[src/rtl/lvd_ctrl_defines.vh]
// constants for the low-voltage detect control block
// Behaviour
// bits 7 and 6 of the control register always read zero
// bit 5 reads one only when flagging at the selected level works
// software keeps the interrupt off while the stable flag is zero
// bit 4 powers the detector up when one, down when zero
// selector all ones routes the external trip input to the comparator
// codes 1 to 14 pick ascending internal taps; code 0 is reserved
// any reset clears stable and enable, sets selector to 0101
// software: level, irq off, enable, poll stable, clear flag, irq on
// no flag from the comparator until the reference has settled
// software clears the flag after settling, it may be spurious
// settling time is fixed, not counted in system clock cycles
// settling wait applies only when no sharing circuit keeps reference up
// when enabled the detector keeps working in sleep
// a trip in sleep sets the flag and requests wake-up; wake_request here also needs the interrupt enable set
// after wake, vector only if global interrupts enabled, else continue
// software enables the detector only for short check periods
// flag sets when the selected supply tap falls below the reference
// flag set with its interrupt enabled makes the core take the vector
// comparator and settled inputs pass two synchroniser flip-flops
// flag stays set until software clears it
`ifndef LVD_CTRL_DEFINES_VH
`define LVD_CTRL_DEFINES_VH
`define LVD_CONTROL_ADDR 4'h0
`define LVD_FLAG_ADDR 4'h4
`define LVD_STABLE_BIT 5
`define LVD_ENABLE_BIT 4
`define LVD_FLAG_BIT 0
`define LVD_IRQ_EN_BIT 1
`define LVD_LEVEL_MSB 3
`define LVD_LEVEL_LSB 0
`define LVD_LEVEL_RESET 4'h5
`define LVD_LEVEL_EXTERNAL 4'hF
`define LVD_LEVEL_RESERVED 4'h0
`define AXI_RESP_OKAY 2'h0
`define AXI_RESP_SLVERR 2'h2
`endif

[src/rtl/low_voltage_detect_ctrl.v]
// low-voltage detect control register, flag and wake logic with an axi4-lite slave
`timescale 1ns/1ps
`include "lvd_ctrl_defines.vh"
module low_voltage_detect_ctrl (
  input wire aclk,
  input wire aresetn,
  input wire [3:0] s_axi_awaddr,
  input wire s_axi_awvalid,
  output wire s_axi_awready,
  input wire [31:0] s_axi_wdata,
  input wire [3:0] s_axi_wstrb,
  input wire s_axi_wvalid,
  output wire s_axi_wready,
  output reg [1:0] s_axi_bresp,
  output reg s_axi_bvalid,
  input wire s_axi_bready,
  input wire [3:0] s_axi_araddr,
  input wire s_axi_arvalid,
  output wire s_axi_arready,
  output reg [31:0] s_axi_rdata,
  output reg [1:0] s_axi_rresp,
  output reg s_axi_rvalid,
  input wire s_axi_rready,
  input wire comparator_low,
  input wire ref_settled,
  input wire ref_shared_on,
  input wire sleep_mode,
  input wire global_irq_enable,
  output reg detect_power_enable,
  output reg [3:0] trip_level_select,
  output reg use_external_trip_input,
  output reg [13:0] tap_select,
  output reg low_voltage_flag,
  output reg low_voltage_irq_enable,
  output wire irq_request,
  output wire wake_request,
  output wire vector_on_wake
);

  // write channel holding registers; address and data may come in either order
  reg aw_held;
  reg [3:0] aw_addr;
  reg w_held;
  reg [31:0] w_data;
  reg [3:0] w_strb;
  // both stages of each synchroniser; the first is read only by the second
  reg comp_meta;
  reg comp_sync;
  reg settled_meta;
  reg settled_sync;
  // status and next-state values
  reg ref_stable_flag;
  reg next_flag;
  reg next_power_enable;
  reg [3:0] next_level;
  reg next_irq_enable;
  reg [13:0] next_tap;
  reg [31:0] next_rdata;
  reg [1:0] next_rresp;
  reg [1:0] next_bresp;
  wire aw_take;
  wire w_take;
  wire do_write;
  wire do_read;
  wire ctrl_write;
  wire flag_write;
  wire flag_clear;
  wire ref_ok;
  wire flag_trip;

  // a channel is taken at the edge where its valid and ready are both high
  assign aw_take = s_axi_awvalid && s_axi_awready;
  assign w_take = s_axi_wvalid && s_axi_wready;

  // each ready only while its own channel holds nothing and no response is pending
  assign s_axi_awready = !aw_held && !s_axi_bvalid;
  assign s_axi_wready = !w_held && !s_axi_bvalid;
  assign s_axi_arready = !s_axi_rvalid;
  assign do_write = aw_held && w_held && !s_axi_bvalid;
  assign do_read = s_axi_arvalid && s_axi_arready;

  // word index match; the two low address bits are ignored
  function addr_match;
    input [3:0] addr;
    input [3:0] target;
    begin
      addr_match = addr[3:2] == target[3:2];
    end
  endfunction

  // an 8-bit register is touched only through byte lane 0
  function lane0_hit;
    input [3:0] addr;
    input [3:0] strb;
    input [3:0] target;
    begin
      lane0_hit = addr_match(addr, target) && strb[0];
    end
  endfunction

  // any address outside the two registers answers with an error
  function addr_mapped;
    input [3:0] addr;
    begin
      addr_mapped = addr_match(addr, `LVD_CONTROL_ADDR) || addr_match(addr, `LVD_FLAG_ADDR);
    end
  endfunction

  // one-hot tap, bit n-1 for code n; reserved and external codes pick no tap
  function [13:0] tap_decode;
    input [3:0] level;
    begin
      case (level)
        4'h1: tap_decode = 14'h0001;
        4'h2: tap_decode = 14'h0002;
        4'h3: tap_decode = 14'h0004;
        4'h4: tap_decode = 14'h0008;
        4'h5: tap_decode = 14'h0010;
        4'h6: tap_decode = 14'h0020;
        4'h7: tap_decode = 14'h0040;
        4'h8: tap_decode = 14'h0080;
        4'h9: tap_decode = 14'h0100;
        4'hA: tap_decode = 14'h0200;
        4'hB: tap_decode = 14'h0400;
        4'hC: tap_decode = 14'h0800;
        4'hD: tap_decode = 14'h1000;
        4'hE: tap_decode = 14'h2000;
        default: tap_decode = 14'h0000;
      endcase
    end
  endfunction

  // control word as software sees it; bits 7 and 6 are not implemented
  function [31:0] ctrl_word;
    input stable;
    input enable;
    input [3:0] level;
    begin
      ctrl_word = {26'h0000000, stable, enable, level}; // see R1
    end
  endfunction

  // flag word: interrupt enable sits above the flag
  function [31:0] flag_word;
    input irq_enable;
    input flag;
    begin
      flag_word = {30'h00000000, irq_enable, flag};
    end
  endfunction

  // write address capture
  always @(posedge aclk) begin
    if (!aresetn) begin
      aw_held <= 1'h0;
      aw_addr <= 4'h0;
    end else if (aw_take) begin
      aw_held <= 1'h1;
      aw_addr <= s_axi_awaddr;
    end else if (do_write) begin
      aw_held <= 1'h0;
    end
  end

  // write data capture
  always @(posedge aclk) begin
    if (!aresetn) begin
      w_held <= 1'h0;
      w_data <= 32'h00000000;
      w_strb <= 4'h0;
    end else if (w_take) begin
      w_held <= 1'h1;
      w_data <= s_axi_wdata;
      w_strb <= s_axi_wstrb;
    end else if (do_write) begin
      w_held <= 1'h0;
    end
  end

  // response code; a write without byte lane 0 changes nothing yet answers okay
  always @* begin
    if (addr_mapped(aw_addr)) begin
      next_bresp = `AXI_RESP_OKAY;
    end else begin
      next_bresp = `AXI_RESP_SLVERR;
    end
  end

  // response stands until bready is sampled high
  always @(posedge aclk) begin
    if (!aresetn) begin
      s_axi_bvalid <= 1'h0;
      s_axi_bresp <= `AXI_RESP_OKAY;
    end else if (do_write) begin
      s_axi_bvalid <= 1'h1;
      s_axi_bresp <= next_bresp;
    end else if (s_axi_bready) begin
      s_axi_bvalid <= 1'h0;
    end
  end

  // register strobes for the two words
  assign ctrl_write = do_write && lane0_hit(aw_addr, w_strb, `LVD_CONTROL_ADDR);
  assign flag_write = do_write && lane0_hit(aw_addr, w_strb, `LVD_FLAG_ADDR);
  assign flag_clear = flag_write && !w_data[`LVD_FLAG_BIT];

  // control register write; the stable bit is read-only and has no store here
  always @* begin
    next_power_enable = detect_power_enable;
    next_level = trip_level_select;
    if (ctrl_write) begin
      next_power_enable = w_data[`LVD_ENABLE_BIT];
      next_level = w_data[`LVD_LEVEL_MSB:`LVD_LEVEL_LSB];
    end
  end

  // control fields take their reset state on any reset, detector off
  always @(posedge aclk) begin
    if (!aresetn) begin
      detect_power_enable <= 1'h0;
      trip_level_select <= `LVD_LEVEL_RESET;
    end else begin
      detect_power_enable <= next_power_enable;
      trip_level_select <= next_level;
    end
  end

  // interrupt enable lives beside the flag in the second word
  always @* begin
    next_irq_enable = low_voltage_irq_enable;
    if (flag_write) begin
      next_irq_enable = w_data[`LVD_IRQ_EN_BIT];
    end
  end

  // interrupt enable register
  always @(posedge aclk) begin
    if (!aresetn) begin
      low_voltage_irq_enable <= 1'h0;
    end else begin
      low_voltage_irq_enable <= next_irq_enable;
    end
  end

  // tap decode from the selected level
  always @* begin
    next_tap = tap_decode(trip_level_select);
  end

  // steering is registered so the analog mux never sees a decode glitch
  always @(posedge aclk) begin
    if (!aresetn) begin
      use_external_trip_input <= 1'h0;
      tap_select <= 14'h0000;
    end else begin
      use_external_trip_input <= trip_level_select == `LVD_LEVEL_EXTERNAL;
      tap_select <= next_tap;
    end
  end

  // two-stage synchronisers; first stage feeds only the second
  always @(posedge aclk) begin
    if (!aresetn) begin
      comp_meta <= 1'h0;
      comp_sync <= 1'h0;
      settled_meta <= 1'h0;
      settled_sync <= 1'h0;
    end else begin
      comp_meta <= comparator_low;
      comp_sync <= comp_meta;
      settled_meta <= ref_settled;
      settled_sync <= settled_meta;
    end
  end

  // settling is timed on the analog side, so a clock change cannot shorten it;
  // a reference already kept running by the shared circuit needs no wait
  assign ref_ok = ref_shared_on || settled_sync; // see R11

  // stable flag drops one clock after the detector is powered down
  always @(posedge aclk) begin
    if (!aresetn) begin
      ref_stable_flag <= 1'h0;
    end else begin
      ref_stable_flag <= detect_power_enable && ref_ok;
    end
  end

  // trips count only once the reference has settled;
  // a comparator pulse shorter than a clock may be missed by the synchroniser
  assign flag_trip = ref_stable_flag && comp_sync; // see R9

  // sticky flag; a trip in the clearing cycle wins over the clear
  always @* begin
    next_flag = low_voltage_flag;
    if (flag_clear) begin
      next_flag = 1'h0;
    end
    // sleep does not gate this path, so trips still land while asleep
    if (flag_trip) begin
      next_flag = 1'h1;
    end
  end

  // flag register
  always @(posedge aclk) begin
    if (!aresetn) begin
      low_voltage_flag <= 1'h0;
    end else begin
      low_voltage_flag <= next_flag;
    end
  end

  // the core owns sleep and vectoring; these only tell it what to do
  assign irq_request = low_voltage_flag && low_voltage_irq_enable;
  assign wake_request = sleep_mode && irq_request;
  assign vector_on_wake = wake_request && global_irq_enable;

  // read data for the addressed word; unmapped words read zero with an error
  always @* begin
    next_rdata = 32'h00000000;
    next_rresp = `AXI_RESP_OKAY;
    if (addr_match(s_axi_araddr, `LVD_CONTROL_ADDR)) begin
      next_rdata = ctrl_word(ref_stable_flag, detect_power_enable, trip_level_select);
    end else if (addr_match(s_axi_araddr, `LVD_FLAG_ADDR)) begin
      next_rdata = flag_word(low_voltage_irq_enable, low_voltage_flag);
    end else begin
      next_rresp = `AXI_RESP_SLVERR;
    end
  end

  // read response stands until rready is sampled high
  always @(posedge aclk) begin
    if (!aresetn) begin
      s_axi_rvalid <= 1'h0;
      s_axi_rdata <= 32'h00000000;
      s_axi_rresp <= `AXI_RESP_OKAY;
    end else if (do_read) begin
      s_axi_rvalid <= 1'h1;
      s_axi_rdata <= next_rdata;
      s_axi_rresp <= next_rresp;
    end else if (s_axi_rready) begin
      s_axi_rvalid <= 1'h0;
    end
  end

endmodule // low_voltage_detect_ctrl

[config.mk]
export PLATFORM = sky130hd
export DESIGN_NAME = low_voltage_detect_ctrl
export DESIGN_NICKNAME = d
export VERILOG_FILES = /design/src/rtl/low_voltage_detect_ctrl.v
export VERILOG_INCLUDE_DIRS = /design/src /design/src/rtl
export SDC_FILE = /design/constraint.sdc
export NUM_CORES = 1
export LEC_CHECK = 0
export ABC_AREA = 1
export BUFFER_PORTS_ARGS = -buffer_cell sky130_fd_sc_hd__buf_2
export CORE_MARGIN = 2
export CORE_UTILIZATION = 37
export DETAILED_ROUTE_END_ITERATION = 10
export PLACE_DENSITY = 0.82
export SYNTH_ARGS = -nofsm -noshare
export SYNTH_HDL_FRONTEND = slang
export SYNTH_SLANG_ARGS = --single-unit
[constraint.sdc]
create_clock -name aclk -period 1 [get_ports aclk]
set_input_delay 0.1 -clock aclk [delete_from_list [all_inputs] [get_ports aclk]]
set_output_delay 0.1 -clock aclk [all_outputs]
set_load 0.005 [all_outputs]
==> flow_summary.yaml, run 1 <==
critical_path:
  crit_type: "flop to primary output"
  crit_path_end_kind: "primary output"
  cp-start-kind: "flop"
  cp.arrival_ns: 0.98
  cp_data_required_time_ns: 0.90
  critPathMaxFanout: 3
timing:
  setup-tns-final_ns: -0.248
  fin_crit_sh: 1.08
  slew_violations: 0
  max_freq_mhz: 930
  timing.final.crit_period_ns: 1.08
  hold_violations: 0
  rsz0062_at_grt: "true"
  final-setup-viol-count: 11
  holdWs_ns: 0.0400
  fin_skew_ns: 0.00680
  worst_slack_ns: -0.0758
logic_synthesis:
  synthFlopType: "dfxtp_1"
  yosys_register_bits: 47
  synth_top_area_share: 0.511
  yosys-top-cells-area: "dfxtp_1, buf_4, nand2_1"
  synthArstFlopShare: 0
  yosys.area.top_type: "dfxtp_1"
  yosysMostFrequentCell: "dfxtp_1"
  postSynthAreaPerCell_um2: 8.11
  synthCells: 227
  netlist_area_um2: 1840
  yosys_warnings: 0
  synth-edff-count: 0
  synth_commonest_cells: "dfxtp_1, nand2_1, nor2_1"
  yosysSeqAreaShare: 0.511
  synth_cell_types: 23
die:
  start_util: 0.387
  core_area_um2: 4750
  io_pins: 122
  num_rows: 25
  die_x_um: 74.5
  dieArea_um2: 5550
  fp.dieH_um: 74.5
placement:
  portBuffers: 59
  placed_area_um2: 2170
  hpwl_um: 2860
  gp_congestion: 0.765
routing:
  viasPerCell: 4.24
  antenna_left: 0
  drc_errors: 0
  dr.pass1.iters: 4
  routedWlPerCell_um: 10.5
  drt_iter0_markers: 51
  wirelength_um: 3990
  vias: 1613
finish:
  drive_gt1_frac: 0.396
  fin_area_um2: 2520
  areaGrowthSynthToFinish_pct: 36.8
  fin_util: 0.530
  num_antenna_cells: 0
  nFillCells: 482
  finalNetCount: 368
cts:
  cts_htree_levels: 2
  cts.sinks: 47
  cts_tree: "yes"
  root_buffer: "clkbuf_8"
  cts.path.max_buffers: 2
  clkLatencyLatePin_ns: 0.29
  clk_pin_slew_ns: 0.08
  numCtsBuffers: 5
global_routing:
  grt_pass1_vias: 1357
  grt_first_pass_wirelength_um: 5710
  overflow: 0
  antenna_found_initial: 0
  grt_max_degree: 20
  grt_usage: 0.133
power:
  peakVddDrop_mv: 0.914
  power.leakage_nw: 1.29
  powerDensity_nw_per_um2: 1420
min_path:
  hold_class: "input pin to flop"
status:
  violations: "negative setup slack"
  run_status: "finished with violations"
job:
  drv_cap: 0
## logic make-up after synthesis
| group | share of synthesized area |
|---|---|
| AND/OR/NAND/NOR | 0.214 |
| other | 0.00204 |
| buffers and inverters | 0.180 |
| flip-flops | 0.511 |
| AO/OA/AOI/OAI | 0.0925 |
## report_power, final
part           internal [mW]  leakage [nW]  switching [mW]  total [mW]
Sequential              1.93         0.387          0.0466        1.98
Combinational          0.184         0.857           0.223       0.407
Clock                  0.565        0.0474           0.635        1.20
## layout by cell type (no fill, tap or decap), types with 4 or more instances in the layout
| cell type | synthesis | routed |
|---|---|---|
| dfxtp_1 | 47 | 38 |
| dfxtp_2 | 0 | 4 |
| o21ai_1 | 7 | 9 |
| o21ai_0 | 10 | 5 |
| clkbuf_8 | 0 | 6 |
| nand2_1 | 32 | 28 |
| nor2_4 | 1 | 4 |
| nor3_1 | 7 | 7 |
| a21oi_1 | 14 | 13 |
| buf_6 | 1 | 6 |
| nor2_2 | 1 | 4 |
| nor2_1 | 31 | 25 |
| nand3_1 | 12 | 9 |
| buf_2 | 3 | 58 |
| buf_4 | 28 | 17 |
| dfxtp_4 | 0 | 5 |
| conb_1 | 1 | 28 |
| nand2_4 | 1 | 5 |
| inv_1 | 22 | 21 |
## sequential cells by signal (all words and copies together), names as in the netlist
| register | cells |
|---|---|
| s_axi_rdata | 6 |
| tap_select | 14 |
| settled_meta | 1 |
| s_axi_bresp | 1 |
| w_held | 1 |
| aw_held | 1 |
| s_axi_rresp | 1 |
| low_voltage_irq_enable | 1 |
| use_external_trip_input | 1 |
| comp_sync | 1 |
| s_axi_rvalid | 1 |
| w_data | 5 |
| low_voltage_flag | 1 |
| comp_meta | 1 |
| s_axi_bvalid | 1 |
| trip_level_select | 4 |
| settled_sync | 1 |
| w_strb | 1 |
| detect_power_enable | 1 |
| addr_mapped.addr | 2 |
| ref_stable_flag | 1 |
## worst paths after layout
kind                    startpoint          endpoint  slack [ns]  depth (start not counted)
setup reg to reg           aw_held  low_voltage_flag       -0.06                          6
hold / removal      s_axi_wdata[2]         w_data[2]        0.04                          3
hold reg to reg          comp_meta         comp_sync        0.42                          2
setup / recovery  low_voltage_flag    vector_on_wake       -0.08                          3
## per-stage QoR
| stage | std cells | power (mW) | setup slack [ns] |
|---|---|---|---|
| final | 380 | 3.58 | -0.0758 |
| after global routing | 380 | 3.73 | -0.116 |
| after CTS | 372 | 3.57 | -0.110 |
| after detailed placement | 359 | 2.36 | -0.0954 |
| after global placement | 359 | 2.35 | -0.0461 |
| after floorplan | 254 | 2.29 | 0.0162 |
## layer usage
| metal | GRT usage | part of all wire |
|---|---|---|
| met5 | 0 | 0 |
| met2 | 0.240 | 0.51 |
| met4 | 0.0317 | 0.0043 |
| met1 | 0.150 | 0.42 |
| met3 | 0.0447 | 0.066 |
## repair_timing
action | in CTS | in global routing
pin swaps | 9 | 9
hold buffers | 2 | 1
endpoints found under the setup margin | 22 | 31
endpoints found under the hold margin | 2 | 1
gates resized for setup | 29 | 22
buffers inserted | 3 | 7
cloned | 0 | 0
## critical path, stage by stage (launching register included)
cell and delay, ns:
dfxtp_4 0.37, nand2_4 0.05, nor3b_2 0.13, buf_2 0.13
## final cells by class
cell class / instances / area, um^2 / share of cell area
Clock inverter: 2 / 16.3 / 0.00646
Inverter: 23 / 91.3 / 0.0363
Clock buffer: 6 / 82.6 / 0.0328
Multi-Input combinational cell: 151 / 764 / 0.304
Timing Repair Buffer: 84 / 515 / 0.205
Tap cell: 67 / 83.8 / 0.0333
Sequential cell: 47 / 965 / 0.383
Note: power is estimated with default switching activity, not from simulation.
==> run 2: changes to the inputs <==
==> constraint.sdc (replaced) <==
create_clock -name aclk -period 1 [get_ports aclk]
set_input_delay 0.25 -clock aclk [delete_from_list [all_inputs] [get_ports aclk]]
set_output_delay 0.25 -clock aclk [all_outputs]
set_load 0.005 [all_outputs]
==> run 2 against run 1 <==
Effect of this change: the flow still finishes with violations (negative setup slack); via count rose by 0.31%; clock-buffer cell count decreased by 1; routed wire length increased by 3.4%; critical path depth is the same; fmax shrank 13%; final cell count up 1.1%; non-clock buffer count is 3 higher; total power increased by 7.7%; register-to-register slack worse by 0.02 ns; clock power is 18% higher; die area unchanged; sequential share of layout area fell by 1.8 points.
==> flow_summary.yaml, run 2 (synthesized netlist as in run 1, its figures left out) <==
status:
  run_status: "finished with violations"
  violations: "negative setup slack"
power:
  power.leakage_nw: 1.33
  peakVddDrop_mv: 0.528
  finalPower_mw: 3.86
  powerDensity_nw_per_um2: 1440
  p_seq_frac: 0.513
  intPower_mw: 2.90
  swShare: 0.248
  p_sw_mw: 0.957
  p_comb_frac: 0.122
  clkPwrFrac: 0.364
routing:
  antenna_left: 0
  vias: 1618
  drc_errors: 0
  viasPerCell: 4.21
  routedWlPerCell_um: 10.7
  wirelength_um: 4120
  drt_iter0_markers: 19
  dr.pass1.iters: 4
timing:
  worst_slack_ns: -0.231
  fin_skew_ns: 0.00892
  rsz0062_at_grt: "true"
  hold_violations: 0
  final-setup-viol-count: 22
  timing.final.crit_period_ns: 1.23
  max_freq_mhz: 813
  slew_violations: 0
  setup-tns-final_ns: -1.88
  fin_crit_sh: 1.23
  holdWs_ns: 0.134
global_routing:
  grt_pass1_vias: 1417
  grt_usage: 0.144
  grt_max_degree: 17
  antenna_found_initial: 0
  grt_first_pass_wirelength_um: 6080
  overflow: 0
critical_path:
  setup.worst_path.start: "low_voltage_irq_enable"
  cp.arrival_ns: 0.98
  crit_path_end_kind: "primary output"
  r2r_cells: 5
  r2r_end: "trip_level_select[3]"
  cp_data_required_time_ns: 0.75
  r2r_slack_ns: -0.08
  rr_startpoint: "s_axi_bvalid"
  cp-start-kind: "flop"
  crit_type: "flop to primary output"
  critPathMaxFanout: 3
cts:
  root_buffer: "clkbuf_8"
  cts.sinks: 47
  holdBufCountCts: 0
  clkLatencyLatePin_ns: 0.30
  clk_pin_slew_ns: 0.09
  cts_tree: "yes"
  cts.path.max_buffers: 2
  cts_htree_levels: 2
  numCtsBuffers: 5
die:
  die_x_um: 74.5
  dieArea_um2: 5550
  num_rows: 25
  fp.dieH_um: 74.5
  start_util: 0.387
  core_area_um2: 4750
  io_pins: 122
finish:
  final_common_cell: "buf_2"
  largest_reg_flops: 14
  num_antenna_cells: 0
  fin_util: 0.563
  finalNetCount: 372
  areaGrowthSynthToFinish_pct: 45.4
  regMostFlops: "tap_select"
  reg_top3: "tap_select: 14 flops, s_axi_rdata: 6 flops, w_data: 5 flops"
  drive_gt1_frac: 0.495
  final_cell_mix: "buf_2, conb_1, dfxtp_1"
placement:
  portBuffers: 59
  gp_congestion: 0.802
  hpwl_um: 2890
min_path:
  whs_path_depth: 3
  worstHoldStart: "ref_settled"
  min_to: "settled_meta"
  hold_class: "input pin to flop"
job:
  drv_cap: 0
## run 2: cell count changes in the layout (fill, tap and decap cells not counted), moves of 5 or more
cell / before / now
dfxtp_2: 4 / 16
dfxtp_1: 38 / 27
buf_6: 6 / 15
buf_2: 58 / 50
buf_4: 17 / 22
nand2_2: 3 / 8
## run 2: critical path: stages (launching register included)
cell and delay, ns:
dfxtp_2 0.34, buf_4 0.13, buf_6 0.11, buf_6 0.11
## run 2: what timing repair did
item	4_1_cts	5_1_grt
gates cloned	0	1
pin swaps	4	12
endpoints found under the setup margin	32	53
setup buffers	9	5
resized for setup	47	43
## run 2: how the worst max path moves through the flow
stage / cells after the start / slack (ns) / end
5_1_grt: 3 / -0.29 / vector_on_wake
6_report: 3 / -0.23 / low_voltage_irq_enable
3_3_place_gp: 6 / -0.02 / trip_level_select[1]
3_5_place_dp: 4 / -0.05 / w_data[0]
4_1_cts: 3 / -0.25 / vector_on_wake
2_1_floorplan: 5 / 0.02 / w_data[0]
## run 2: area by class of cell
cell class	instances	area, um^2
well taps	67	83.8
repair buffers	87	584
clock buffers	5	68.8
inverters	23	93.8
multi-input cells	152	823
flip-flops and latches	47	976
clock inverters	3	46.3
fillers	456	2080
## run 2: routing by layer
metal / track usage / wire, um / vias to the layer above
li1: - / - / 835
met1: 0.159 / 1700 / 721
met2: 0.262 / 2130 / 57
met3: 0.0461 / 254 / 5
met4: 0.0417 / 39 / 0
met5: 0 / 0 / -
## run 2: power groups by stage
stage / registers (mW) / clock network (mW) / logic [mW]
3_5_place_dp: 2.02 / 0 / 0.340
2_1_floorplan: 2.01 / 0 / 0.277
6_report: 1.98 / 1.41 / 0.472
4_1_cts: 1.98 / 1.43 / 0.398
3_3_place_gp: 2.01 / 0 / 0.331
5_1_grt: 1.99 / 1.50 / 0.530
## run 2: stage by stage
stage / cells / area, um^2 / setup WS [ns]
final: 384 / 2680 / -0.231
after global routing: 384 / 2680 / -0.294
after CTS: 378 / 2490 / -0.246
after detailed placement: 361 / 2190 / -0.0509
after global placement: 361 / 2190 / -0.0210
after floorplan: 254 / 1940 / 0.0162
